`config.mk`:
```
export PLATFORM = sky130hd
export DESIGN_NAME = status_msg_arbiter
export DESIGN_NICKNAME = d
export VERILOG_FILES = /design/src/inc/status_msg_pkg.sv /design/src/inc/errq_if.sv /design/src/hdl/error_fifo.sv /design/src/hdl/status_msg_arbiter.sv
export VERILOG_INCLUDE_DIRS = /design/src /design/src/inc
export SDC_FILE = /design/constraint.sdc
export NUM_CORES = 1
export LEC_CHECK = 0
export ABC_CLOCK_PERIOD_IN_PS = 4100
export BUFFER_PORTS_ARGS = -buffer_cell sky130_fd_sc_hd__buf_2
export CAP_MARGIN = 10
export CORE_MARGIN = 2
export CORE_UTILIZATION = 50
export CTS_CLUSTER_DIAMETER = 120
export DETAILED_ROUTE_END_ITERATION = 12
export PLACE_DENSITY = 0.67
export SLEW_MARGIN = 20
export SYNTH_ARGS = -nofsm -noshare
export SYNTH_HDL_FRONTEND = slang
export SYNTH_SLANG_ARGS = --single-unit
```
`constraint.sdc`:
```
create_clock -name clk -period 4.1 [get_ports clk]
set_clock_uncertainty 0.15 [all_clocks]
set_input_delay 0.82 -clock clk [delete_from_list [all_inputs] [get_ports clk]]
set_output_delay 0.82 -clock clk [all_outputs]
set_load 0.01 [all_outputs]
```
`src/inc/status_msg_regs.svh`:
```
`ifndef STATUS_MSG_REGS_SVH
`define STATUS_MSG_REGS_SVH
// Register offsets (word index on the plain register port)
`define OFF_CTRL 4'h0
`define OFF_RAISE 4'h1
`define OFF_SHOWN 4'h2
`define OFF_ERRQ 4'h3
`define OFF_COUNT 4'h4
`define OFF_COND 4'h5
// Control field positions
`define CTRL_BINARY 0
`define CTRL_SINGLE 1
`define CTRL_FAST 2
`define CTRL_EXTREF 3
// Raise register field positions
`define RAISE_CODE_LSB 0
`define RAISE_CLASS_LSB 16
// Error numbers
`define ERR_OVERFLOW 16'hfea2
`define ERR_BIN_QUERY 16'hff69
`define ERR_TIMEBASE 16'h0069
// Message codes for status messages raised by the block itself
`define MSG_ABORT_IGNORED 16'h8001
`define MSG_ACQUIRING 16'h8002
`define MSG_FAST_ARM 16'h8003
`define MSG_BINARY_OFF 16'h8004
// Timing
`define CLK_HZ 20000000
`define MOMENTARY_S 3
`define FAST_ARM_NS 131000
`define FAST_ARM_CYC ((`FAST_ARM_NS * 20) / 1000)
`endif

```
`src/inc/status_msg_pkg.sv`:
```
package status_msg_pkg;
  // Message classes, one-hot, lowest to highest priority
  typedef enum logic [4:0] {
    CLS_NONE = 5'h00,
    CLS_STATIC_STATUS = 5'h01,
    CLS_MOM_STATUS = 5'h02,
    CLS_MOM_WARN = 5'h04,
    CLS_STATIC_ERR = 5'h08,
    CLS_STATIC_FAIL = 5'h10
  } msg_class_t;
endpackage

```
`src/inc/errq_if.sv`:
```
`timescale 1ns/1ps
`default_nettype none
// Push and pop port of the error queue
interface errq_if;
  logic push;
  logic [15:0] push_data;
  logic pop;
  logic [15:0] pop_data;
  logic [4:0] count;
  modport owner (output push, output push_data, output pop,
    input pop_data, input count);
  modport queue (input push, input push_data, input pop,
    output pop_data, output count);
endinterface
`default_nettype wire

```
`src/hdl/error_fifo.sv`:
```
`timescale 1ns/1ps
`default_nettype none
`include "status_msg_regs.svh"
// ==========================================================
// Error queue storage
module error_fifo #(
  parameter int DEPTH = 16
) (
  input wire logic clk,
  input wire logic rst_b,
  errq_if.queue q
);
  localparam int AW = $clog2(DEPTH);
  logic [15:0] mem_q [DEPTH];   // Entries
  logic [AW-1:0] rd_q;          // Oldest entry
  logic [AW-1:0] wr_q;          // Next free entry
  logic [AW:0] cnt_q;           // Fill level
  logic [15:0] dout_q;          // Registered read data
  logic do_pop;
  logic do_push;
  logic full_after_pop;

  assign do_pop = q.pop && (cnt_q != '0);
  // Read precedes write, so a pop frees a slot first
  assign full_after_pop = (cnt_q == (AW+1)'(DEPTH)) && !do_pop;
  assign do_push = q.push;
  assign q.pop_data = dout_q;
  assign q.count = 5'(cnt_q);

  // Read data, zero when empty
  always_ff @(posedge clk or negedge rst_b) begin
    if (!rst_b) begin
      dout_q <= 16'h0000;
    end else if (q.pop) begin
      dout_q <= do_pop ? mem_q[rd_q] : 16'h0000;
    end
  end

  // Storage writes; when full the last slot takes the overflow code
  always_ff @(posedge clk) begin
    if (do_push && full_after_pop) begin
      mem_q[AW'(wr_q - 1'b1)] <= `ERR_OVERFLOW;
    end else if (do_push) begin
      mem_q[wr_q] <= q.push_data;
    end
  end

  // Pointers and count
  always_ff @(posedge clk or negedge rst_b) begin
    if (!rst_b) begin
      rd_q <= '0;
      wr_q <= '0;
      cnt_q <= '0;
    end else begin
      if (do_pop) begin
        rd_q <= AW'(rd_q + 1'b1);
      end
      if (do_push && !full_after_pop) begin
        wr_q <= AW'(wr_q + 1'b1);
      end
      cnt_q <= (AW+1)'(cnt_q + (AW+1)'(do_push && !full_after_pop)
        - (AW+1)'(do_pop));
    end
  end
endmodule // error_fifo
`default_nettype wire

```
`src/hdl/status_msg_arbiter.sv`:
```
// The implementer's own choices: the register offsets and the strobed register port.
`timescale 1ns/1ps
`default_nettype none
`include "status_msg_regs.svh"
// Summary of operation
// - Five classes ranked status up to failure
// - Higher class replaces shown message at once
// - Equal class replaces only status or momentary
// - Static status stays until condition or restart
// - Momentary status clears after three seconds
// - Warning clears after three seconds, queued
// - Static error cleared by valid key, queued
// - Remote errors cleared on remote to local
// - Failure holds until restart or cleared
// - Queue holds sixteen error numbers
// - Overflow writes -350 into last slot
// - Query returns oldest error, in order
// - Empty queue query returns zero
// - Only warning, error, failure are queued
// - Graph feedback messages never queued
// - Abort in repetitive only shows status
// - Timebase change halts, raises failure 105
// - Static status during acquisition only; a software raise shows it at any time
// - Fast mode forces arming within 131 us
// - Envelope or AM in binary goes ASCII
// - Formatted query in binary gives -151
module status_msg_arbiter
  import status_msg_pkg::*;
#(
  parameter int MOM_CYCLES = `CLK_HZ * `MOMENTARY_S,
  parameter int DEPTH = 16
) (
  input wire logic clk,
  input wire logic rst_b,
  input wire logic [3:0] addr,
  input wire logic [31:0] wdata,
  input wire logic wr,
  input wire logic rd,
  output logic [31:0] rdata,
  input wire logic key_valid,
  input wire logic restart,
  input wire logic remote_to_local,
  input wire logic abort_req,
  input wire logic acq_active,
  input wire logic fmt_query,
  input wire logic env_am_select,
  input wire logic extref_pin,
  input wire logic fail_cond,
  output logic meas_halt,
  output logic use_extref,
  output logic binary_mode,
  output logic [15:0] arm_limit_cycles,
  output logic [15:0] shown_code,
  output logic [4:0] shown_class
);
  // ==========================================================
  // Declarations
  errq_if eq ();
  msg_class_t cls_q;          // Shown class
  logic [15:0] code_q;        // Shown message code
  logic remote_err_q;         // Shown error came from the remote bus
  logic [31:0] tmr_q;         // Momentary timer
  logic [3:0] ctrl_q;         // Control register
  logic [31:0] rdata_q;       // Read data
  logic ext_s1_q, ext_s2_q, ext_s3_q; // External reference sync
  logic acq_s1_q, acq_s2_q, acq_s3_q; // Acquisition flag sync
  logic fail_s1_q, fail_s2_q; // Failure condition sync
  logic halt_q;               // Measurement halted
  logic extsel_q;             // Reference in use
  logic rd_err_q;             // Error queue read last cycle
  // Request of this cycle
  msg_class_t req_cls;
  logic [15:0] req_code;
  logic req_valid;
  logic req_remote;
  logic req_queued;
  logic accept;
  logic ext_change;
  logic acq_rise;
  logic acq_fall;
  logic tmr_done;
  logic sw_raise;

  assign ext_change = ext_s2_q ^ ext_s3_q;
  assign acq_rise = acq_s2_q && !acq_s3_q;
  assign acq_fall = !acq_s2_q && acq_s3_q;
  assign sw_raise = wr && (addr == `OFF_RAISE);
  assign tmr_done = (tmr_q == 32'h1);

  // ==========================================================
  // Input synchronisers
  always_ff @(posedge clk or negedge rst_b) begin
    if (!rst_b) begin
      ext_s1_q <= 1'b0;
      ext_s2_q <= 1'b0;
      ext_s3_q <= 1'b0;
      acq_s1_q <= 1'b0;
      acq_s2_q <= 1'b0;
      acq_s3_q <= 1'b0;
      fail_s1_q <= 1'b0;
      fail_s2_q <= 1'b0;
    end else begin
      ext_s1_q <= extref_pin;
      ext_s2_q <= ext_s1_q;
      ext_s3_q <= ext_s2_q;
      acq_s1_q <= acq_active;
      acq_s2_q <= acq_s1_q;
      acq_s3_q <= acq_s2_q;
      fail_s1_q <= fail_cond;
      fail_s2_q <= fail_s1_q;
    end
  end

  // ==========================================================
  // Message source selection in fixed order: timebase, binary query, software raise, then status
  always_comb begin
    req_valid = 1'b1;
    req_remote = 1'b0;
    req_code = 16'h0000;
    req_cls = CLS_NONE;
    if (ext_change) begin
      req_cls = CLS_STATIC_FAIL;
      req_code = `ERR_TIMEBASE;
    end else if (fmt_query && ctrl_q[`CTRL_BINARY]) begin
      req_cls = CLS_STATIC_ERR;
      req_code = `ERR_BIN_QUERY;
      req_remote = 1'b1;
    end else if (sw_raise) begin
      // Software raise; class field one-hot, code in low half
      req_code = wdata[`RAISE_CODE_LSB +: 16];
      req_remote = wdata[31];
      case (wdata[`RAISE_CLASS_LSB +: 5])
        5'h01: req_cls = CLS_STATIC_STATUS;
        5'h02: req_cls = CLS_MOM_STATUS;
        5'h04: req_cls = CLS_MOM_WARN;
        5'h08: req_cls = CLS_STATIC_ERR;
        5'h10: req_cls = CLS_STATIC_FAIL;
        // Other codes, graph feedback among them, are dropped
        default: req_valid = 1'b0;
      endcase
    end else if (abort_req && !ctrl_q[`CTRL_SINGLE]) begin
      req_cls = CLS_MOM_STATUS;
      req_code = `MSG_ABORT_IGNORED;
    end else if (env_am_select && ctrl_q[`CTRL_BINARY]) begin
      req_cls = CLS_MOM_STATUS;
      req_code = `MSG_BINARY_OFF;
    end else if (wr && (addr == `OFF_CTRL) && wdata[`CTRL_FAST]
                 && !ctrl_q[`CTRL_FAST]) begin
      req_cls = CLS_MOM_STATUS;
      req_code = `MSG_FAST_ARM;
    end else if (acq_rise) begin
      req_cls = CLS_STATIC_STATUS;
      req_code = `MSG_ACQUIRING;
    end else begin
      req_valid = 1'b0;
    end
  end

  // Numbered classes go to the queue whether shown or not
  assign req_queued = req_valid && (req_cls == CLS_MOM_WARN ||
    req_cls == CLS_STATIC_ERR || req_cls == CLS_STATIC_FAIL);

  // ==========================================================
  // Replacement decision
  always_comb begin
    accept = 1'b0;
    if (req_valid) begin
      if (req_cls > cls_q) begin
        accept = 1'b1;
      end else if (req_cls == cls_q) begin
        accept = (req_cls == CLS_STATIC_STATUS) ||
          (req_cls == CLS_MOM_STATUS) ||
          (req_cls == CLS_MOM_WARN);
      end
    end
  end

  // ==========================================================
  // Shown message and its clearing
  always_ff @(posedge clk or negedge rst_b) begin
    if (!rst_b) begin
      cls_q <= CLS_NONE;
      code_q <= 16'h0000;
      remote_err_q <= 1'b0;
    end else if (accept) begin
      cls_q <= req_cls;
      code_q <= req_code;
      remote_err_q <= req_remote;
    end else begin
      case (cls_q)
        CLS_STATIC_STATUS: begin
          if (restart || acq_fall) begin
            cls_q <= CLS_NONE;
          end
        end
        CLS_MOM_STATUS, CLS_MOM_WARN: begin
          if (tmr_done) begin
            cls_q <= CLS_NONE;
          end
        end
        CLS_STATIC_ERR: begin
          if (key_valid || (remote_to_local && remote_err_q)) begin
            cls_q <= CLS_NONE;
          end
        end
        CLS_STATIC_FAIL: begin
          if (restart || (!fail_s2_q && code_q != `ERR_TIMEBASE)) begin
            cls_q <= CLS_NONE;
          end
        end
        default: cls_q <= CLS_NONE;
      endcase
    end
  end

  // Three second timer for momentary messages
  always_ff @(posedge clk or negedge rst_b) begin
    if (!rst_b) begin
      tmr_q <= 32'h0;
    end else if (accept) begin
      tmr_q <= 32'(MOM_CYCLES);
    end else if (tmr_q != 32'h0) begin
      tmr_q <= tmr_q - 32'h1;
    end
  end

  // ==========================================================
  // Timebase halt and reference choice
  always_ff @(posedge clk or negedge rst_b) begin
    if (!rst_b) begin
      halt_q <= 1'b0;
      extsel_q <= 1'b0;
    end else if (ext_change) begin
      halt_q <= 1'b1;
    end else if (restart && halt_q) begin
      halt_q <= 1'b0;
      extsel_q <= ext_s2_q;
    end
  end

  // ==========================================================
  // Control register
  always_ff @(posedge clk or negedge rst_b) begin
    if (!rst_b) begin
      ctrl_q <= 4'h0;
    end else if (wr && addr == `OFF_CTRL) begin
      ctrl_q <= wdata[3:0];
    end else if (env_am_select) begin
      ctrl_q[`CTRL_BINARY] <= 1'b0;
    end
  end

  // ==========================================================
  // Error queue
  assign eq.push = req_queued;
  assign eq.push_data = req_code;
  assign eq.pop = rd && (addr == `OFF_ERRQ);

  error_fifo #(.DEPTH(DEPTH)) u_fifo (
    .clk(clk),
    .rst_b(rst_b),
    .q(eq.queue)
  );

  // ==========================================================
  // Register reads, data one cycle after the strobe
  always_ff @(posedge clk or negedge rst_b) begin
    if (!rst_b) begin
      rdata_q <= 32'h0;
      rd_err_q <= 1'b0;
    end else begin
      rd_err_q <= eq.pop;
      rdata_q <= 32'h0;
      if (rd) begin
        case (addr)
          `OFF_CTRL: rdata_q <= {28'h0, ctrl_q};
          `OFF_SHOWN: rdata_q <= {11'h0, cls_q, code_q};
          `OFF_COUNT: rdata_q <= {27'h0, eq.count};
          `OFF_COND: rdata_q <= {30'h0, extsel_q, halt_q};
          default: rdata_q <= 32'h0; // Unmapped reads zero
        endcase
      end
    end
  end

  // Queue word comes from the queue's own register, sign extended
  assign rdata = rd_err_q ? {{16{eq.pop_data[15]}}, eq.pop_data}
    : rdata_q;

  // ==========================================================
  // Outputs
  assign meas_halt = halt_q;
  assign use_extref = extsel_q;
  assign binary_mode = ctrl_q[`CTRL_BINARY];
  assign arm_limit_cycles = ctrl_q[`CTRL_FAST] ?
    16'(`FAST_ARM_CYC) : 16'hffff;
  assign shown_code = code_q;
  assign shown_class = cls_q;
endmodule // status_msg_arbiter
`default_nettype wire

```
==> results of run 1 <==
-- synth_stat cells, types with 3 or more instances --
cell type	number	area, um^2
o32a_1	3	30.03
ha_1	16	200.2
buf_2	7	35.03
o21ai_0	25	125.1
and2_1	20	125.1
or3b_2	3	26.28
inv_1	36	135.1
buf_6	3	33.78
buf_4	27	202.7
mux2_4	10	150.1
clkbuf_1	20	75.07
and3_1	5	31.28
a21o_1	4	30.03
mux2_2	20	225.2
xnor2_1	18	157.7
mux2i_1	15	150.1
dfrtp_1	119	2978
nor4b_1	3	26.28
xor2_1	18	157.7
nor2_1	67	251.5
nand2_1	49	183.9
nor4_1	15	93.84
buf_1	8	30.03
nor3_1	17	85.08
edfxtp_1	256	7687
nand4_1	5	31.28
nor2b_1	12	75.07
mux4_2	80	1802
a22o_1	16	140.1
a31oi_1	3	18.77
nand3_1	14	70.07
a21oi_1	30	150.1
or4_1	5	37.54
nand3b_1	6	45.04
nand2b_1	19	118.9
-- sequential cells by signal (all words and copies together), names as in the netlist, 4 cells and up --
name               count
u_fifo.q.pop_data     16
tmr_q                 32
u_fifo.q.count         5
u_fifo.rd_q            4
ctrl_q                 4
shown_code            16
u_fifo.mem_q         256
rdata_q               21
shown_class            5
u_fifo.wr_q            4
-- routing by layer --
metal	share of wire	wire length, um	vias to the layer above	global-route usage
met5	0	0	-	0
met4	0.026	911	0	0.07008
met3	0.043	1515	66	0.02872
met2	0.50	17720	233	0.3541
met1	0.43	15390	4763	0.3039
li1	-	-	4139	-
-- power by group through the flow --
stage	registers (mW)	logic, mW	clock network (mW)
2_1_floorplan	4.99	2.32	0
3_3_place_gp	5.07	3.17	0
3_5_place_dp	5.10	3.25	0
4_1_cts	5.03	3.26	3.36
5_1_grt	5.09	3.49	3.50
6_report	5.03	3.21	3.30
-- cell usage in the layout, fill, tap and decap left out, types with 19 or more instances in the layout --
cell type and instances:
edfxtp_1 256, o21ai_0 25, clkbuf_16 41, nand2_1 49, buf_4 50, and2_1 20
dfrtp_1 117, nand2b_1 19, a21oi_1 30, nor2_1 55, inv_1 36, mux4_2 80
buf_2 103, mux2_2 20
-- final timing paths --
path | to | slack, ns | cells past startpoint
max in group asynchronous | u_fifo.rd_q[0] | 2.93 | 2
max reg2reg | tmr_q[9] | 0.65 | 10
max | shown_code[2] | 0.43 | 11
min reg2reg | ext_s2_q | 0.21 | 0
min | tmr_q[17] | 0.03 | 1
min in group clk | ext_s2_q | 0.21 | 0
-- cells by family after synthesis --
logic type	count (synthesis)	synth area share
flops	375	0.6593
simple gates	264	0.08919
mux	125	0.1439
buf+inv	102	0.03256
compound gates	101	0.04169
xor+xnor	36	0.01949
fa+ha+maj	17	0.01361
other cells	1	0.0002318
-- metrics by stage --
stage,hold WS [ns],TNS [ns],setup WS [ns]
floorplan,0.1812,0,0.03426
global placement,0.1859,-3.266,-0.1439
detailed placement,0.1881,-2.093,-0.1098
CTS,0.02160,0,0.4342
global route,0.03879,0,0.2305
finish,0.02743,0,0.4317
-- final cells by class --
| class | instances | area, um^2 | share of cell area |
|---|---|---|---|
| Sequential cell | 375 | 10670 | 0.5750 |
| Multi-Input combinational cell | 549 | 5062 | 0.2728 |
| Clock buffer | 50 | 1060 | 0.05711 |
| Timing Repair Buffer | 159 | 1011 | 0.05448 |
| Tap cell | 402 | 503.0 | 0.02711 |
| Inverter | 36 | 135.1 | 0.007282 |
| Clock inverter | 20 | 115.1 | 0.006203 |
==> results.toml, run 1 <==
[outcome]
outcome = "finished clean"

[global_route]
grt_usage = 0.2164
grt_pass1_wl_um = 54700
grt_pass1_vias = 9349
overflow = 0
grt_max_degree = 98
antenna_found_initial = 0

[worst_setup_path]
worstPathCellList = "buf_2 -> nor4b_4 -> nand3_1 -> or4b_2 -> a21oi_1 -> ha_1 -> and4_1 -> and3_4 -> a311oi_4 -> buf_4 -> mux2_4"
cp.required_ns = 4.37
end_kind = "register"
path_buf_inv = 2
crit_type = "in2reg"
worst_path_dominant_cell_family = "simple AND/OR/NAND/NOR gates"
slowest_delay_ns = 0.62
arrival_ns = 3.94
r2r_start = "ext_s2_q"
crit_fanout = 6
worstSetupStartpoint = "addr[1]"
crit_path_top_delay_cell = "or4b_2"
critPathLaunchType = "primary input"

[clock_network]
htree_num_levels = 2
path_clk_slew_ns = 0.06
cts_setup_buffers = 0
clk_path_buf_depth = 3
clock-sinks = 375
cts_resized = 0
cts_root_buf = "clkbuf_16"
clk_latency_ns = 0.54
numCtsBuffers = 39
cts_tree = "built"
hold_buffers = 0

[sta]
fin_crit_sh = 0.8947
grt_setup_unrepaired = "no"
slew_violations = 0
hold_violations = 0
period_needed_ns = 3.668
max_freq_mhz = 272.6
tightest_slew_ns = 1.175
setup_viol = 0
relSlewSlack = 0.2161

[synthesis]
synth_enable_flop_cells = 256
syn-mean-instance-area_um2 = 15.84
ys_seq_area_frac = 0.6593
synthArstFlopShare = 0.3173
synth_area_um2 = 16180
ys_seq_elements = 375
ys.flop_type = "edfxtp_1"
synth-warning-count = 0
synth.distinct_cells = 71
synth_cells = 1021

[pwr]
total_power_mw = 11.53
pwr-share-clk = 0.286
p_leak_nw = 6.938
p_int_mw = 8.115
swShare = 0.2963
peakVddDrop_v = 0.0004319
p_sw_mw = 3.417
combPwrFrac = 0.278
power_density_nw_per_um2 = 621.5
p_seq_frac = 0.436

[detailed_routing]
wl_per_cell_um = 22.34
ant_nets = 0
vias = 9201
drt_iter0_drc = 703
routed_via_density = 5.783
wl_um = 35540
drc = 0
drtPass1Iterations = 6

[cells_and_area]
finalInstanceArea_um2 = 18560
post-route-util = 0.5850
antenna_cells = 0
fillCellCount = 2427
drive_above_1_share = 0.2944
nets = 1226
syn2layout_area_growth_pct = 14.72
final_cell_count_no_fill = 1591

[die]
die_h_um = 183.9
num_io_pins = 121
fp.dieW_um = 183.9
start_util = 0.5100
placementRows = 65
fp.dieArea_um2 = 33810
coreArea_um2 = 31720

[flow_run]
max-cap-violations = 0

[placed_design]
place.gp.congestion = 0.8294
portBuffers = 104
placed_area_um2 = 17380
placed_cells = 1521
hpwl_um = 22910

[hold_path]
hold_path_class = "in2async"
Power figures use the tool's default switching activity.
==> inputs of run 2 (changes only) <==
--- a/config.mk
+++ b/config.mk
@@ -11,6 +11,7 @@
 export CAP_MARGIN = 10
 export CORE_MARGIN = 2
 export CORE_UTILIZATION = 50
+export CTS_BUF_LIST = sky130_fd_sc_hd__clkbuf_16
 export CTS_CLUSTER_DIAMETER = 120
 export DETAILED_ROUTE_END_ITERATION = 12
 export PLACE_DENSITY = 0.67
==> results.toml, run 2 (synthesized netlist as in run 1, its figures left out) <==
[worst_setup_path]
critPathLaunchType = "primary input"
crit_path_top_delay_cell = "or4b_2"
r2r_start = "ext_s2_q"
crit_type = "in2reg"
cp.required_ns = 4.37
cp.depth = 11
crit_fanout = 6
worst_path_dominant_cell_family = "simple AND/OR/NAND/NOR gates"
endpoint = "shown_code[2]"
worst-r2r-setup-slack_ns = 0.65
r2r_cells = 10
slowest_delay_ns = 0.62
end_kind = "register"
worstSetupStartpoint = "addr[1]"
path_buf_inv = 2
worstPathCellList = "buf_2 -> nor4b_4 -> nand3_1 -> or4b_2 -> a21oi_1 -> ha_1 -> and4_1 -> and3_4 -> a311oi_4 -> buf_4 -> mux2_4"
arrival_ns = 3.95
worstReg2RegEnd = "tmr_q[9]"

[outcome]
outcome = "finished clean"

[die]
fp.dieArea_um2 = 33810
num_io_pins = 121
start_util = 0.5100
placementRows = 65
die_h_um = 183.9
coreArea_um2 = 31720
fp.dieW_um = 183.9

[global_route]
grt_max_degree = 98
antenna_found_initial = 0
grt_pass1_wl_um = 54690
grt_usage = 0.2163
grt_pass1_vias = 9347
overflow = 0

[sta]
hold_violations = 0
period_needed_ns = 3.672
tightest_slew_ns = 1.182
whs_ns = 0.02975
slew_violations = 0
relSlewSlack = 0.2109
setup_viol = 0
grt_setup_unrepaired = "no"
fin_crit_sh = 0.8957
finalWorstSetupSlack_ns = 0.4275
max_freq_mhz = 272.3

[cells_and_area]
fillCellCount = 2427
multi_input_area_um2 = 5062
antenna_cells = 0
layout_commonest_cell = "edfxtp_1"
largest_reg_flops = 256
post-route-util = 0.5850
regMostFlops = "u_fifo.mem_q"
top_regs = "u_fifo.mem_q x256, tmr_q x32, rdata_q x21"
nets = 1226
finalInstanceArea_um2 = 18560
syn2layout_area_growth_pct = 14.72
drive_above_1_share = 0.2944
mostFrequentLayoutCells = "edfxtp_1, dfrtp_1, buf_2, mux4_2, nor2_1"
seq_area_um2 = 10670

[detailed_routing]
wl_um = 35520
ant_nets = 0
drc = 0
drt_iter0_drc = 690
vias = 9195
wl_per_cell_um = 22.32
routed_via_density = 5.779
drtPass1Iterations = 5

[clock_network]
cts_root_buf = "clkbuf_16"
clock-sinks = 375
hold_buffers = 0
clk_path_buf_depth = 3
path_clk_slew_ns = 0.06
cts_resized = 0
htree_num_levels = 2
cts_tree = "built"
numCtsBuffers = 39
cts_setup_buffers = 0
clk_latency_ns = 0.54

[placed_design]
portBuffers = 104
place_ws_ns = -0.1098
place.gp.congestion = 0.8294
hpwl_um = 22910
placed_area_um2 = 17380

[flow_run]
max-cap-violations = 0

[pwr]
total_power_mw = 11.52
p_leak_nw = 6.975
peakVddDrop_v = 0.0004346
power_density_nw_per_um2 = 620.6

[hold_path]
hold_path_class = "in2async"
run 2: worst min path at each step:
stage,to,slack (ns)
6_report,tmr_q[17],0.03
5_1_grt,tmr_q[18],0.04
4_1_cts,tmr_q[18],0.02
3_5_place_dp,ext_s2_q,0.19
3_3_place_gp,ext_s2_q,0.19
2_1_floorplan,acq_s2_q,0.18
run 2: layer usage:
metal / share of wire / vias to the layer above / GRT usage
li1: - / 4138 / -
met1: 0.43 / 4750 / 0.3037
met2: 0.49 / 239 / 0.3541
met3: 0.045 / 68 / 0.02872
met4: 0.027 / 0 / 0.07008
met5: 0 / - / 0
run 2: layout make-up:
type / count / share of cell area
multi-input combinational: 549 / 0.2728
inverter: 36 / 0.007282
sequential: 375 / 0.5750
clock buffer: 41 / 0.05529
clock inverter: 29 / 0.008024
timing repair buffer: 159 / 0.05448
tap: 402 / 0.02711
run 2: per-stage QoR:
step                      cells  setup TNS (ns)
after floorplan            1026               0
after global placement     1521          -3.266
after detailed placement   1521          -2.093
after CTS                  1591               0
after global routing       1591               0
final                      1591               0
run 2: power breakdown:
part           leakage (nW)  total (mW)  internal, mW  switching [mW]
logic                  2.56        3.21          1.51            1.70
registers              3.81        5.03          4.72           0.310
clock network         0.608        3.28          1.86            1.42
run 2: worst reg2reg max path, delay by kind of cell, from the launching register on:
family / cells / cell delay [ns]
buffers and inverters: 2 / 0.38
XOR/XNOR: 1 / 0.30
flip-flops: 1 / 0.43
adder cells (fa/ha/maj): 1 / 0.31
AND/OR/NAND/NOR: 3 / 0.90
AO/OA/AOI/OAI: 3 / 0.83
